$ cat src/hdl/spc_map.svh
`ifndef SPC_MAP_SVH
`define SPC_MAP_SVH

// Register byte offsets: one configuration word and one status word per channel
`define SPC_CFG_BASE       8'h00
`define SPC_STAT_BASE      8'h10
`define SPC_CHAN_STRIDE    8'h04

// Configuration word field positions
`define SPC_CFG_REF_HALF   0
`define SPC_CFG_TX_DOUBLE  1
`define SPC_CFG_RX_FROM_REF 2
`define SPC_CFG_RX_FULL    3
`define SPC_CFG_DEC_BYPASS 4
`define SPC_CFG_W          5
`define SPC_CFG_RESET      5'h00

// Status word field positions
`define SPC_STAT_RXD_LSB   0
`define SPC_STAT_RXST_LSB  8
`define SPC_STAT_TXCAP_LSB 12
`define SPC_STAT_RXCLK     24
`define SPC_STAT_TXCLK     25
`define SPC_STAT_REFLVL    26

// Width of the cycle counter that measures reference half periods
`define SPC_CNT_W          8

`endif

$ cat src/hdl/spc_pkg.sv
`default_nettype none

package spc_pkg;
  `include "spc_map.svh"

  // Per-channel configuration, packed in register bit order
  typedef struct packed {
    logic decBypass;
    logic rxRateFull;
    logic rxFromRef;
    logic txDouble;
    logic refHalf;
  } spc_cfg_type;

  // One received character as the deserializer and decoder deliver it
  typedef struct packed {
    logic [9:0] code;
    logic       comma;
    logic [2:0] decStatus;
    logic [7:0] decData;
  } spc_rx_char_type;

  // One captured transmit character: control over data
  typedef struct packed {
    logic [1:0] ctrl;
    logic [7:0] data;
  } spc_tx_char_type;

  // Per-channel clocking state of the top module
  typedef struct packed {
    spc_cfg_type           cfg;
    spc_tx_char_type       txCap;
    logic                  txValid;
    logic                  txClk;
    logic                  refPrev;
    logic                  recPrev;
    logic [`SPC_CNT_W-1:0] sinceEdge;
    logic [`SPC_CNT_W-1:0] lastHalf;
    logic                  rxDiv;
    logic                  rxIfClk;
    logic                  rxIfPrev;
  } spc_chan_type;
endpackage : spc_pkg

`default_nettype wire

$ cat src/hdl/spc_sync.sv
`default_nettype none

module spc_sync #(
  parameter int W = 1
) (
  input  wire logic         clk,
  input  wire logic         rst_b,
  input  wire logic         clkEn,
  input  wire logic [W-1:0] din,
  output logic      [W-1:0] dout
);
  import spc_pkg::*;

  typedef struct packed {
    logic [W-1:0] s1;
    logic [W-1:0] s2;
  } spc_sync_state_type;

  spc_sync_state_type st;
  spc_sync_state_type next_st;

  // Elaboration-time guard against an empty synchroniser
  if (W < 1) begin : gBadW
    $error("spc_sync: width must be at least one");
  end

  ////////////////////////////////////////////////////////////////////////////
  // Two-stage synchroniser; the first stage feeds only the second
  always_comb begin
    next_st = st;
    if (clkEn) begin
      next_st.s1 = din;
      next_st.s2 = st.s1;
    end
  end

  always_ff @(posedge clk or negedge rst_b) begin
    if (!rst_b) begin
      st <= '0;
    end else begin
      st <= next_st;
    end
  end

  assign dout = st.s2;
endmodule // spc_sync

`default_nettype wire

$ cat src/hdl/spc_rx_out.sv
`default_nettype none

module spc_rx_out (
  input  wire logic                     clk,
  input  wire logic                     rst_b,
  input  wire logic                     clkEn,
  input  wire logic                     update,
  input  wire logic                     decBypass,
  input  wire spc_pkg::spc_rx_char_type rxChar,
  output logic                    [7:0] rxData,
  output logic                    [2:0] rxStatus
);
  import spc_pkg::*;

  typedef struct packed {
    logic [7:0] data;
    logic [2:0] status;
  } spc_rx_out_state_type;

  spc_rx_out_state_type st;
  spc_rx_out_state_type next_st;

  ////////////////////////////////////////////////////////////////////////////
  // Output register: loads only on a presentation edge of the interface clock
  always_comb begin
    next_st = st;
    if (clkEn && update) begin
      if (decBypass) begin
        next_st.data   = rxChar.code[9:2];
        next_st.status = {rxChar.comma, rxChar.code[1:0]};
      end else begin
        next_st.data   = rxChar.decData;
        next_st.status = rxChar.decStatus;
      end
    end
  end

  always_ff @(posedge clk or negedge rst_b) begin
    if (!rst_b) begin
      st <= '0;
    end else begin
      st <= next_st;
    end
  end

  assign rxData   = st.data;
  assign rxStatus = st.status;

  ////////////////////////////////////////////////////////////////////////////
  // Checks on the status meaning in both decoder settings
  bypassLowBits_a: assert property (@(posedge clk) disable iff (!rst_b)
    clkEn && update && decBypass |=> rxData == $past(rxChar.code[9:2]) && rxStatus[1:0] == $past(rxChar.code[1:0]))
    else $error("bypassed character not split across data and low status bits");
  bypassComma_a: assert property (@(posedge clk) disable iff (!rst_b)
    clkEn && update && decBypass |=> rxStatus[2] == $past(rxChar.comma))
    else $error("comma flag not shown on top status bit");
  decodedStatus_a: assert property (@(posedge clk) disable iff (!rst_b)
    clkEn && update && !decBypass |=> rxStatus == $past(rxChar.decStatus) && rxData == $past(rxChar.decData))
    else $error("decoded status or data not presented");
endmodule // spc_rx_out

`default_nettype wire

$ cat src/hdl/spc_top.sv
`default_nettype none

// Behaviour
// - Half-rate reference: transmit inputs are sampled on both reference clock edges.
// - Half-rate reference as receive source: parallel outputs are presented on both reference clock edges.
// - Transmit clock out is made by the channel's transmit clock logic, synchronous.
// - Transmit clock out equals reference rate when select is 0, doubled when 1.
// - Transmit clock out holds no fixed phase to the reference clock.
// - Receive clock source select picks recovered clock or reference clock.
// - Receive interface clock is a complementary pair, full or half character rate.
// - Full rate: receive data change after the true interface clock rising edge.
// - Full rate: receive status change after the true interface clock rising edge.
// - Half rate: receive data and status change after both interface clock edges.
// - Decoder bypassed: two low status bits carry the two low code bits.
// - Decoder bypassed: top status bit is high for a comma character.
// - Decoder enabled: all three status bits carry the decoded status code.
// - Receive clock runs at one twentieth or one tenth bit rate per rate select.
module spc_top #(
  parameter int NCH = 4
) (
  input  wire logic                                 clk,
  input  wire logic                                 rst_b,
  input  wire logic                                 clkEn,
  input  wire logic                           [7:0] busAddr,
  input  wire logic                          [31:0] busWrData,
  input  wire logic                                 busWr,
  input  wire logic                                 busRd,
  output logic                               [31:0] busRdData,
  input  wire logic                       [NCH-1:0] channelReferenceClock,
  input  wire logic                       [NCH-1:0] rxRecoveredClock,
  input  wire spc_pkg::spc_rx_char_type   [NCH-1:0] rxChar,
  input  wire logic                [NCH-1:0] [7:0] transmitParallelData,
  input  wire logic                [NCH-1:0] [1:0] transmitCharacterControl,
  output logic                            [NCH-1:0] synthTransmitClockOut,
  output spc_pkg::spc_tx_char_type        [NCH-1:0] txCapturedChar,
  output logic                            [NCH-1:0] txCapturedValid,
  output logic                            [NCH-1:0] receiveInterfaceClock,
  output logic                            [NCH-1:0] receiveInterfaceClock_b,
  output logic                     [NCH-1:0] [7:0] receiveParallelData,
  output logic                     [NCH-1:0] [2:0] receiveParallelStatus
);
  import spc_pkg::*;

  typedef struct packed {
    spc_chan_type [NCH-1:0] ch;
    logic [31:0]            rdData;
  } spc_top_state_type;

  spc_top_state_type st;
  spc_top_state_type next_st;

  // Reset release
  logic [1:0]                   rstPipe;
  logic                         rstSync_b;

  // Synchronised pin levels and transmit characters
  logic [NCH-1:0]               refLvl;
  logic [NCH-1:0]               recLvl;
  spc_tx_char_type [NCH-1:0]    txPinsRaw;
  spc_tx_char_type [NCH-1:0]    txPins;

  // Edge and mode decode per channel
  logic [NCH-1:0]               refRise;
  logic [NCH-1:0]               refFall;
  logic [NCH-1:0]               selLvl;
  logic [NCH-1:0]               selRise;
  logic [NCH-1:0]               rxPass;
  logic [NCH-1:0]               rxHalf;
  logic [NCH-1:0]               rxIfRise;
  logic [NCH-1:0]               rxIfFall;
  logic [NCH-1:0]               rxUpd;

  // Receive output register contents
  logic [NCH-1:0] [2:0]         rxStatusQ;
  logic [NCH-1:0] [7:0]         rxDataQ;

  // Elaboration-time guard: the register map has room for four channels only
  if (NCH < 1 || NCH > 4) begin : gBadNch
    $error("spc_top: channel count must be 1 to 4");
  end

  ////////////////////////////////////////////////////////////////////////////
  // Register decode, shared by the write and the read path
  // Returns {hit, channel}; an offset that is not word aligned misses
  function automatic logic [2:0] decodeCh(input logic [7:0] addr, input logic [7:0] base);
    logic [7:0] off;

    off = addr - base;
    if (addr >= base && off < 8'(NCH * 4) && off[1:0] == 2'h0) begin
      decodeCh = {1'b1, off[3:2]};
    end else begin
      decodeCh = 3'h0;
    end
  endfunction

  ////////////////////////////////////////////////////////////////////////////
  // Reset release through two flip-flops; assertion stays asynchronous
  always_ff @(posedge clk or negedge rst_b) begin
    if (!rst_b) begin
      rstPipe <= 2'h0;
    end else begin
      rstPipe <= {rstPipe[0], 1'b1};
    end
  end
  assign rstSync_b = rstPipe[1];

  ////////////////////////////////////////////////////////////////////////////
  // Pin synchronisers; data pins take the same two stages as the clock pins,
  // so a character captured at a reference edge is the one set up for it
  spc_sync #(.W(2 * NCH)) uClkSync (
    .clk   (clk),
    .rst_b (rstSync_b),
    .clkEn (clkEn),
    .din   ({rxRecoveredClock, channelReferenceClock}),
    .dout  ({recLvl, refLvl})
  );

  // Regroup the pins per channel, so each synchronised word is {control, data}
  for (genvar c = 0; c < NCH; c++) begin : gTxPins
    assign txPinsRaw[c] = {transmitCharacterControl[c], transmitParallelData[c]};
  end

  spc_sync #(.W(10 * NCH)) uTxSync (
    .clk   (clk),
    .rst_b (rstSync_b),
    .clkEn (clkEn),
    .din   (txPinsRaw),
    .dout  (txPins)
  );

  ////////////////////////////////////////////////////////////////////////////
  // Per-channel edge and mode decode; every channel keeps its own settings
  for (genvar c = 0; c < NCH; c++) begin : gChan
    assign refRise[c]  = refLvl[c] & ~st.ch[c].refPrev;
    assign refFall[c]  = ~refLvl[c] & st.ch[c].refPrev;
    assign selLvl[c]   = st.ch[c].cfg.rxFromRef ? refLvl[c] : recLvl[c];
    assign selRise[c]  = st.ch[c].cfg.rxFromRef ? refRise[c] : (recLvl[c] & ~st.ch[c].recPrev);
    // A half-rate reference chosen as source is already the half-rate clock
    assign rxPass[c]   = st.ch[c].cfg.rxRateFull | (st.ch[c].cfg.refHalf & st.ch[c].cfg.rxFromRef);
    assign rxHalf[c]   = ~st.ch[c].cfg.rxRateFull | (st.ch[c].cfg.refHalf & st.ch[c].cfg.rxFromRef);

    // Interface clock edges, taken from the register that drives the pin
    assign rxIfRise[c] = st.ch[c].rxIfClk & ~st.ch[c].rxIfPrev;
    assign rxIfFall[c] = ~st.ch[c].rxIfClk & st.ch[c].rxIfPrev;
    // Full rate loads on the true rising edge only, half rate on both edges
    assign rxUpd[c]    = rxIfRise[c] | (rxHalf[c] & rxIfFall[c]);

    // Output register of this channel; the mode decides which edges load it
    spc_rx_out uRxOut (
      .clk       (clk),
      .rst_b     (rstSync_b),
      .clkEn     (clkEn),
      .update    (rxUpd[c]),
      .decBypass (st.ch[c].cfg.decBypass),
      .rxChar    (rxChar[c]),
      .rxData    (rxDataQ[c]),
      .rxStatus  (rxStatusQ[c])
    );

    // Output drive
    assign synthTransmitClockOut[c]   = st.ch[c].txClk;
    assign txCapturedChar[c]          = st.ch[c].txCap;
    assign txCapturedValid[c]         = st.ch[c].txValid;
    assign receiveInterfaceClock[c]   = st.ch[c].rxIfClk;
    assign receiveInterfaceClock_b[c] = ~st.ch[c].rxIfClk;
    assign receiveParallelData[c]     = rxDataQ[c];
    assign receiveParallelStatus[c]   = rxStatusQ[c];

    //////////////////////////////////////////////////////////////////////////
    // Checks on the clocking of this channel
    txHalfSample_a: assert property (@(posedge clk) disable iff (!rstSync_b)
      clkEn && st.ch[c].cfg.refHalf && refFall[c] |=> txCapturedValid[c] && txCapturedChar[c] == $past(txPins[c]))
      else $error("half-rate falling edge did not capture transmit inputs");

    txFullIgnore_a: assert property (@(posedge clk) disable iff (!rstSync_b)
      clkEn && !st.ch[c].cfg.refHalf && refFall[c] |=> !txCapturedValid[c])
      else $error("full-rate capture taken on a falling edge");

    txRateSame_a: assert property (@(posedge clk) disable iff (!rstSync_b)
      clkEn && !st.ch[c].cfg.txDouble |=> synthTransmitClockOut[c] == $past(refLvl[c]))
      else $error("transmit clock does not follow reference at rate select 0");

    txClkDouble_a: assert property (@(posedge clk) disable iff (!rstSync_b)
      clkEn && st.ch[c].cfg.txDouble && refFall[c] && st.ch[c].lastHalf >= 8'h02 |=> synthTransmitClockOut[c])
      else $error("doubled transmit clock missed its pulse on a falling reference edge");

    rxSrcSel_a: assert property (@(posedge clk) disable iff (!rstSync_b)
      clkEn && st.ch[c].cfg.rxFromRef && rxPass[c] |=> receiveInterfaceClock[c] == $past(refLvl[c]))
      else $error("receive interface clock not taken from reference");

    // Compared with the divider, since leaving pass-through need not toggle the pin
    rxDivide_a: assert property (@(posedge clk) disable iff (!rstSync_b)
      clkEn && !rxPass[c] && selRise[c] |=> receiveInterfaceClock[c] == !$past(st.ch[c].rxDiv))
      else $error("divided receive clock did not toggle on source edge");

    rxFullUpd_a: assert property (@(posedge clk) disable iff (!rstSync_b)
      !rxHalf[c] && rxIfFall[c] |=>
        $stable(receiveParallelData[c]) && $stable(receiveParallelStatus[c]))
      else $error("full-rate receive outputs changed on a falling edge");

    rxHalfUpd_a: assert property (@(posedge clk) disable iff (!rstSync_b)
      clkEn && rxHalf[c] && (rxIfFall[c] || rxIfRise[c]) |=>
        receiveParallelData[c] == ($past(st.ch[c].cfg.decBypass) ? $past(rxChar[c].code[9:2])
                                                                  : $past(rxChar[c].decData)))
      else $error("half-rate receive outputs missed an interface edge");
  end

  ////////////////////////////////////////////////////////////////////////////
  // Next-state logic for all channels and the register port
  always_comb begin
    logic [2:0]  wrSel;
    logic [2:0]  rdCfg;
    logic [2:0]  rdStat;
    logic [31:0] rdWord;
    spc_chan_type cs;

    wrSel   = 3'h0;
    rdCfg   = 3'h0;
    rdStat  = 3'h0;
    rdWord  = 32'h0000_0000;
    cs      = '0;
    next_st = st;

    // Nothing but the reset release moves while the clock enable is low, synchronisers included
    if (clkEn) begin
      for (int c = 0; c < NCH; c++) begin
        cs = st.ch[c];
        // Edge history: previous levels of both pins and of the interface clock
        cs.refPrev  = refLvl[c];
        cs.recPrev  = recLvl[c];
        cs.rxIfPrev = st.ch[c].rxIfClk;

        // Capture on the rising edge, or on both edges at half rate
        cs.txValid = refRise[c] | (st.ch[c].cfg.refHalf & refFall[c]);
        if (cs.txValid) begin
          cs.txCap = txPins[c];
        end

        // Half-period measurement for the doubled transmit clock
        // The count saturates, so a stopped reference parks the doubled clock low
        if (refRise[c] || refFall[c]) begin
          cs.lastHalf  = st.ch[c].sinceEdge + 8'h01;
          cs.sinceEdge = 8'h00;
        end else if (st.ch[c].sinceEdge != 8'hFF) begin
          cs.sinceEdge = st.ch[c].sinceEdge + 8'h01;
        end

        // Doubled clock is high for the first half of every reference half
        // period; its phase to the reference is only as good as the measure
        if (st.ch[c].cfg.txDouble) begin
          cs.txClk = cs.sinceEdge < (st.ch[c].lastHalf >> 1);
        end else begin
          cs.txClk = refLvl[c];
        end

        // Receive interface clock: pass through or divide by two
        if (selRise[c]) begin
          cs.rxDiv = ~st.ch[c].rxDiv;
        end
        cs.rxIfClk = rxPass[c] ? selLvl[c] : cs.rxDiv;
        next_st.ch[c] = cs;
      end

      // Register writes land in the next cycle; unmapped offsets are dropped
      wrSel = decodeCh(busAddr, `SPC_CFG_BASE);
      if (busWr && wrSel[2] && int'(wrSel[1:0]) < NCH) begin
        next_st.ch[wrSel[1:0]].cfg = spc_cfg_type'(busWrData[`SPC_CFG_W-1:0]);
      end

      // Register reads: data stand for the one cycle after the strobe
      // Every other cycle with the clock enable high the port reads zero; while it is low the last word holds
      rdCfg  = decodeCh(busAddr, `SPC_CFG_BASE);
      rdStat = decodeCh(busAddr, `SPC_STAT_BASE);
      if (busRd && rdCfg[2]) begin
        rdWord[`SPC_CFG_W-1:0] = st.ch[rdCfg[1:0]].cfg;
      end else if (busRd && rdStat[2]) begin
        rdWord[`SPC_STAT_RXD_LSB +: 8]    = rxDataQ[rdStat[1:0]];
        rdWord[`SPC_STAT_RXST_LSB +: 3]   = rxStatusQ[rdStat[1:0]];
        rdWord[`SPC_STAT_TXCAP_LSB +: 10] = st.ch[rdStat[1:0]].txCap;
        rdWord[`SPC_STAT_RXCLK]           = st.ch[rdStat[1:0]].rxIfClk;
        rdWord[`SPC_STAT_TXCLK]           = st.ch[rdStat[1:0]].txClk;
        rdWord[`SPC_STAT_REFLVL]          = refLvl[rdStat[1:0]];
      end
      next_st.rdData = rdWord;
    end
  end

  ////////////////////////////////////////////////////////////////////////////
  // State register
  // Asserted straight from the pin, released only by the two-flop copy
  always_ff @(posedge clk or negedge rstSync_b) begin
    if (!rstSync_b) begin
      st <= '0;
    end else begin
      st <= next_st;
    end
  end

  assign busRdData = st.rdData;
endmodule // spc_top

`default_nettype wire

$ cat config.mk
export PLATFORM = sky130hd
export DESIGN_NAME = spc_top
export DESIGN_NICKNAME = d
export VERILOG_FILES = /design/src/hdl/spc_pkg.sv /design/src/hdl/spc_sync.sv /design/src/hdl/spc_rx_out.sv /design/src/hdl/spc_top.sv
export VERILOG_INCLUDE_DIRS = /design/src /design/src/hdl
export SDC_FILE = /design/constraint.sdc
export NUM_CORES = 1
export LEC_CHECK = 0
export BUFFER_PORTS_ARGS = -buffer_cell sky130_fd_sc_hd__buf_2
export CORE_UTILIZATION = 39
export CTS_CLUSTER_SIZE = 20
export DETAILED_ROUTE_END_ITERATION = 10
export SYNTH_ARGS = -nofsm -noshare
export SYNTH_HDL_FRONTEND = slang
export SYNTH_SLANG_ARGS = --single-unit
$ cat constraint.sdc
create_clock -name clk -period 12 [get_ports clk]
set_clock_uncertainty 0.2 [all_clocks]
set_input_delay 1.2 -clock clk [delete_from_list [all_inputs] [get_ports clk]]
set_output_delay 1.2 -clock clk [all_outputs]
set_load 0.05 [all_outputs]
==> metrics.md, run 1 <==
| Metric | Value |
|---|---|
| Crit. path cell count | `4` |
| RSZ-0062 raised after global routing | `no` |
| Die Height | `204.7 µm` |
| Cts bufs inserted | `37` |
| Congestion Overflow GR | `0` |
| Synthesized area | `16020 µm²` |
| Cell family with most CP delay | `buffers and inverters` |
| Number of flops mapped to enable cells by yosys | `0` |
| Status | `complete, no violations` |
| Yosys cell types | `64` |
| Layout cells sized above 1 | `40.57%` |
| Post-CTS setup buffer count | `0` |
| CP bufs+invs | `2` |
| Worst-path clk slew | `0.05 ns` |
| Die Span X | `204.7 µm` |
| Clock root buffer | `clkbuf_16` |
| Max_slew headroom | `21.77%` |
| Total power | `0.004055 W` |
| Fin crit period | `3.439 ns` |
| Layout Nets | `1763` |
| Post-Syn Instances | `1369` |
| Hold crit path type | `flop to flop` |
| CTS H-Tree Depth | `2` |
| Total track usage | `18.65%` |
| Endpoint class of the critical path | `flop` |
| First-pass DRT Iterations | `5` |
| Row Count | `73` |
| Worst r2r src | `st[157]$_DFFE_PN0P_` |
| Share of the yosys chip area belonging to registers | `49.06%` |
| Max Fclk | `290.8 MHz` |
| R2r worst-path depth | `10` |
| Setup tns final | `0 ns` |
| First-pass GRT wire length | `61070 µm` |
| Share of synthesized flip-flops with an asynchronous set or reset | `100.0%` |
| Largest net degree at the start of global routing | `83` |
| Crit share post-route | `28.66%` |
| Post-DR wirelength/cell | `18.42 µm` |
| Flop2flop setup slack | `9.04 ns` |
| Worst path cell trace | `buf_6, buf_4, nand2_1, mux2_2` |
| Worst Path Required | `12.22 ns` |
| Final setup fails | `0` |
| Antenna-violating nets left | `0` |
| Clock sink total | `314` |
| RD Place Congestion | `0.8132` |
| CTS tree | `yes` |
| DR DRC count | `0` |
| DR vias | `10985` |
| Layout area overhead | `15.34%` |
| Peak supply drop | `0.1798 mV` |
| Hold depth | `0` |
| Synth Area per Inst | `11.70 µm²` |
| Pleak | `8.545 nW` |
| Final core utilization | `46.07%` |
| Final WS setup | `8.561 ns` |
| Vias in the first global route | `11094` |
| Core area | `40100 µm²` |
| Die ar. | `41880 µm²` |
| Synth Flop Type | `dfrtp_1` |
| DPL Wire Length | `27610 µm` |
| Resized cells post-CTS | `0` |
| Pwr dens | `219.5 nW/µm²` |
| CP max stage cell | `buf_4` |
| Final Max Slew Viols | `0` |
| Crit start category | `input pin` |
| Clk Latency, worst-skew pair | `0.55 ns` |
| Initial antenna violation count | `6` |
| PortBufs | `277` |
| Worst slew pin tran | `1.166 ns` |
| Iter 0 DRT Violations | `624` |
| Crit path to | `txCapturedChar[30]$_DFFE_PN0P_` |
| CP max FO | `82` |
| Fin. Hold Viols | `0` |
| Vias/cell | `5.228` |
| Critical path class | `input pin to flop` |
| Min Hold Slack | `0.1554 ns` |
| Arr. time, crit path | `3.66 ns` |
| Pre-CTS WS | `7.935 ns` |
| CTS hold repair buffers | `0` |
| CP peak stage delay | `0.84 ns` |
| Initial Util | `39.94%` |
| Routed WL | `38710 µm` |
| Synth Register Bits | `314` |
| Clk buf depth | `3` |
| Max_cap viols | `0` |
| Ports | `313` |
| YS warnings | `0` |
| Crit. Startpoint | `clkEn` |
| Worst flop-to-flop path endpoint | `synthTransmitClockOut[3]$_DFFE_PN0P_` |
[metal layers]
metal,vias up,part of all wire [%],global-route usage (%)
met4,4,2.1,5.810
met3,51,6.4,5.536
met5,-,0.070,0
li1,5143,-,-
met2,233,49,29.89
met1,5554,43,24.13
[synthesized netlist by cell type, types with 4 or more instances]
cell type | n | area, µm²
dfrtp_1 | 314 | 7858
mux2_2 | 258 | 2905
buf_4 | 84 | 630.6
o21ai_0 | 75 | 375.4
inv_1 | 74 | 277.8
nand2_1 | 73 | 274.0
a21oi_1 | 54 | 270.3
clkbuf_1 | 53 | 198.9
nor2_1 | 40 | 150.1
ha_1 | 36 | 450.4
mux4_2 | 23 | 518.0
o2bb2ai_1 | 23 | 201.4
nand3_1 | 20 | 100.1
buf_2 | 16 | 80.08
xnor2_1 | 16 | 140.1
nand2b_1 | 14 | 87.58
nor3_1 | 14 | 70.07
a21o_1 | 12 | 90.09
xor2_1 | 11 | 96.34
and3_1 | 10 | 62.56
nand4_1 | 10 | 62.56
nand3b_1 | 9 | 67.56
o21a_1 | 8 | 60.06
a21boi_0 | 7 | 52.55
a22oi_1 | 7 | 52.55
o211a_1 | 7 | 70.07
o41ai_1 | 7 | 61.31
a22o_1 | 6 | 52.55
a2bb2oi_1 | 6 | 52.55
and2_1 | 6 | 37.54
a31oi_1 | 4 | 25.02
and4_1 | 4 | 35.03
buf_1 | 4 | 15.01
nor3b_1 | 4 | 30.03
o211ai_1 | 4 | 30.03
o31ai_1 | 4 | 30.03
o32a_1 | 4 | 40.04
[flip-flops by register name, summed over array words and instances (netlist names), 8 cells and up]
name	cells
gChan.uRxOut.rxData	32
uTxSync.dout	40
uClkSync.st	8
st	96
txCapturedChar	40
uClkSync.dout	8
gChan.uRxOut.rxStatus	12
uTxSync.st	40
busRdData	24
[layout by cell type (no fill, tap or decap), types with 5 or more instances in the layout]
master and instances:
a22o_1 6, nor3_1 14, nand2_1 73, nand3b_1 9, o2bb2ai_1 23, xnor2_1 16
clkinv_2 5, and3_1 10, a2bb2oi_1 6, conb_1 9, o21ai_0 72, a22oi_1 7
xor2_1 11, inv_1 74, a21oi_1 54, clkbuf_1 8, a21o_1 12, nand4_1 10
nor2_1 40, a21boi_0 7, clkbuf_16 38, buf_4 13, o21a_1 8, nand2b_1 14
dfrtp_1 313, nand3_1 20, o211a_1 7, mux4_2 23, clkbuf_8 8, ha_1 36
mux2_2 258, o41ai_1 7, and2_1 6, buf_2 276, diode_2 6
[through the flow]
| step | instance area [µm²] | std cells |
|---|---|---|
| after floorplan | 16040 | 1376 |
| after global placement | 17250 | 2032 |
| after detailed placement | 17250 | 2032 |
| after CTS | 18460 | 2095 |
| after global routing | 18460 | 2095 |
| final | 18470 | 2101 |
[worst min-delay path by stage]
stage	from	end	slack, ns
floorplan	rstPipe[0]$_DFF_PN0_	rstPipe[1]$_DFF_PN0_	0.13
global placement	rstPipe[0]$_DFF_PN0_	rstPipe[1]$_DFF_PN0_	0.14
detailed placement	rstPipe[0]$_DFF_PN0_	rstPipe[1]$_DFF_PN0_	0.14
CTS	rstPipe[0]$_DFF_PN0_	rstPipe[1]$_DFF_PN0_	0.16
global route	rstPipe[0]$_DFF_PN0_	rstPipe[1]$_DFF_PN0_	0.18
finish	rstPipe[0]$_DFF_PN0_	rstPipe[1]$_DFF_PN0_	0.16
[where the power goes]
| group | internal, W | switching [W] |
|---|---|---|
| clock | 0.000675 | 0.000445 |
| sequential | 0.00130 | 0.000212 |
| combinational | 0.000486 | 0.000939 |
| total | 0.00246 | 0.00160 |
[cell families after synthesis]
group	Yosys count	synth area share, %
buffers and inverters	234	7.671
other	2	0.04689
xor gates and xnor gates	27	1.476
muxes	284	21.56
and+or+nand+nor	224	7.148
AOI/OAI and AO/OA	248	10.23
adders and majority gates	36	2.812
DFF	314	49.06
[final cells by class]
type                    instances  area (µm²)
inverters                      75       281.5
well taps                     525       656.9
diodes                          6       15.01
fillers                      3704       21620
clock buffers                  54        1091
repair buffers                290        1490
clock inverters                 9       121.4
multi-input cells             828        6957
flip-flops and latches        314        7861
(Power assumes the default switching activity.)
==> run 2, diff against run 1 <==
- ABC_AREA: default -> 1
- clock period: 12 -> 3.27 ns (I/O delays scaled with it)
==> run 2 against run 1 <==
  * Critical path type is now flop to flop
  * Non-clock buffer count increased by 145
  * Setup slack got worse by 7.8 ns
  * Sequential cell count unchanged
  * Sequential power increased to 3.5 times the previous value
  * Clock power increased to 3.5 times the previous value
  * First-iteration DRC count increased by 36%
  * Final cell count increased by 31%
  * Worst hold slack got worse by 0.15 ns
  * Area after synthesis decreased by 2.7%
  * Register-to-register slack got worse by 8.3 ns
  * Combinational power increased to 3.2 times the previous value
==> metrics.md, run 2 <==
| Metric | Value |
|---|---|
| Gate power share | `32.9%` |
| Crit-path most repeated cell | `nand2_1` |
| Largest net degree at the start of global routing | `103` |
| CTS tree | `yes` |
| Endpoint class of the critical path | `flop` |
| PortBufs | `277` |
| Layout Nets | `2418` |
| Pleak | `9.565 nW` |
| Post-DR wirelength/cell | `16.04 µm` |
| Commonest cells after routing, fill and taps aside | `nand2_1, dfrtp_1, buf_2` |
| RSZ-0062 raised after global routing | `no` |
| Post-Syn Instances | `1885` |
| Die ar. | `40760 µm²` |
| Cts bufs inserted | `37` |
| Largest area contributor in the synthesized netlist | `dfrtp_1` |
| Layout cells sized above 1 | `17.12%` |
| Peak supply drop | `0.4088 mV` |
| Iter 0 DRT Violations | `849` |
| CP max stage cell | `dfrtp_1` |
| Design Area, Final | `19390 µm²` |
| Top cell type's share of synthesized area | `50.43%` |
| Worst slew pin tran | `0.9449 ns` |
| DR DRC count | `0` |
| RD Place Congestion | `0.8368` |
| CP peak stage delay | `0.37 ns` |
| Area post-placement | `16810 µm²` |
| Worst path cell trace | `inv_1, nor3_2, nand3_1, xor2_1, inv_1, o21ai_0, inv_1, ha_1, a21oi_1, o21bai_1, a21oi_1, nand2_1, nand2_1, nand2_1, nand2_1` |
| Antenna-violating nets left | `0` |
| Final Max Slew Viols | `0` |
| Worst-path clk slew | `0.06 ns` |
| Synth Area per Inst | `8.267 µm²` |
| CP max FO | `4` |
| Congestion Overflow GR | `0` |
| Fin. Hold Viols | `0` |
| Top-count cell post-synth | `nand2_1` |
| DR vias | `13236` |
| Diode count | `0` |
| Clock Power Share | `29.0%` |
| Pwr dens | `708.1 nW/µm²` |
| Most frequent cells after synthesis | `nand2_1, dfrtp_1, o21ai_0, inv_1, a21oi_1` |
| Net Sw Power | `0.005504 W` |
| Routed WL | `44000 µm` |
| Hold crit path type | `input pin to flop` |
| Row Count | `72` |
| Sw Share | `40.10%` |
| Clock sink total | `314` |
| Main area contributors after synthesis | `dfrtp_1, nand2_1, o21ai_0, inv_1, buf_4` |
| Ports | `313` |
| Synth Register Bits | `314` |
| Vias in the first global route | `13209` |
| Resized cells post-CTS | `0` |
| Hold depth | `3` |
| Worst Path Required | `3.52 ns` |
| Crit share post-route | `77.41%` |
| Core area | `39010 µm²` |
| CP bufs+invs | `3` |
| Clock root buffer | `clkbuf_16` |
| Post-CTS setup buffer count | `0` |
| Max Fclk | `395.1 MHz` |
| Max_cap viols | `0` |
| Vias/cell | `4.824` |
| Initial Util | `39.95%` |
| First-pass GRT wire length | `70770 µm` |
| Crit start category | `flop` |
| Fin crit period | `2.531 ns` |
| Layout area overhead | `24.42%` |
| Max reg flops | `96` |
| Total power | `0.01373 W` |
| Max_slew headroom | `37.01%` |
| Arr. time, crit path | `2.78 ns` |
| Crit. path cell count | `15` |
| Die Height | `201.9 µm` |
| Share of the yosys chip area belonging to registers | `50.43%` |
| Total track usage | `21.77%` |
| DPL Wire Length | `30830 µm` |
| Critical path class | `flop to flop` |
| Clk Latency, worst-skew pair | `0.52 ns` |
| Flop pwr share | `38.1%` |
| Die Span X | `201.9 µm` |
| R2r worst-path depth | `15` |
| Cell family with most CP delay | `simple AND/OR/NAND/NOR gates` |
| Most flops, register | `st` |
| Clk buf depth | `3` |
| Synthesized area | `15580 µm²` |
| Initial antenna violation count | `2` |
| First-pass DRT Iterations | `5` |
| Number of flops mapped to enable cells by yosys | `0` |
| CTS H-Tree Depth | `2` |
| Yosys cell types | `43` |
| Share of synthesized flip-flops with an asynchronous set or reset | `100.0%` |
| Status | `complete, no violations` |
| Synth Flop Type | `dfrtp_1` |
| Int Power | `0.008224 W` |
| Final setup fails | `0` |
| YS warnings | `0` |
| Most common cell after layout, fill and taps aside | `nand2_1` |
## run 2: worst reg2reg max path: cells and delay by family, from the launching register on
kind / cells / cell delay, ns
simple gates: 6 / 0.69
buf+inv: 3 / 0.20
compound gates: 4 / 0.53
fa+ha+maj: 1 / 0.29
flops: 1 / 0.37
xor+xnor: 1 / 0.18
## run 2: path summary, 6_finish.rpt
| kind | from | endpoint | slack, ns |
|---|---|---|---|
| max in group asynchronous | rstPipe[1]$_DFF_PN0_ | gChan[2].uRxOut.rxStatus[1]$_DFFE_PN0P_ | 1.97 |
| hold / removal | clkEn | uTxSync.st[73]$_DFFE_PN0P_ | 0.005 |
| min in group asynchronous | rstPipe[1]$_DFF_PN0_ | txCapturedChar[35]$_DFFE_PN0P_ | 0.02 |
| setup / recovery | st[45]$_DFFE_PN0P_ | synthTransmitClockOut[0]$_DFFE_PN0P_ | 0.74 |
| hold reg to reg | rstPipe[1]$_DFF_PN0_ | txCapturedChar[35]$_DFFE_PN0P_ | 0.02 |
| setup reg to reg | st[45]$_DFFE_PN0P_ | synthTransmitClockOut[0]$_DFFE_PN0P_ | 0.74 |
## run 2: cell families after synthesis
| kind of cell | share of synthesized area, % |
|---|---|
| XOR/XNOR | 1.405 |
| flip-flops | 50.43 |
| buffers and inverters | 11.40 |
| AND/OR/NAND/NOR | 19.05 |
| multiplexers | 1.477 |
| AO/OA/AOI/OAI | 13.30 |
| other | 0.04820 |
| adder cells (fa/ha/maj) | 2.891 |
## run 2: power groups by stage
stage | clock network [W] | logic, W | registers [W]
after floorplan | 0 | 0.00250 | 0.00605
after global placement | 0 | 0.00429 | 0.00527
after detailed placement | 0 | 0.00435 | 0.00529
after CTS | 0.00408 | 0.00453 | 0.00523
after global routing | 0.00424 | 0.00492 | 0.00533
final | 0.00397 | 0.00452 | 0.00524
## run 2: per-stage QoR
stage	TNS, ns	cells	utilization (%)	setup slack, ns	hold WS [ns]
6_report	0	2744	49.70	0.7388	0.004816
5_1_grt	0	2744	49.70	0.3708	0.03024
4_1_cts	0	2744	49.70	0.7481	0.002518
3_5_place_dp	0	2540	43.09	0.7552	-0.08523
3_3_place_gp	0	2540	43.09	0.7626	-0.08205
2_1_floorplan	-14.91	1892	-	-0.04779	-0.1686
## run 2: final cells by class
class                   count  area, µm²
fillers                  3650      19620
inverters                 202      760.7
multi-input cells        1211       5974
clock inverters             9      82.58
repair buffers            435       2967
flip-flops and latches    314       7861
clock buffers              55       1094
well taps                 518      648.1
## run 2: what timing repair did
action | 4_1_cts | 5_1_grt
hold buffers | 140 | 0
setup endpoints to repair | 0 | 0
endpoints found under the hold margin | 113 | 0
## run 2: routing by layer
metal	GRT usage, %	routed length [µm]	vias up
met4	8.306	1687	4
met1	28.06	19200	6173
met5	0	27	-
met3	3.725	2448	94
li1	-	-	6558
met2	36.49	20640	407
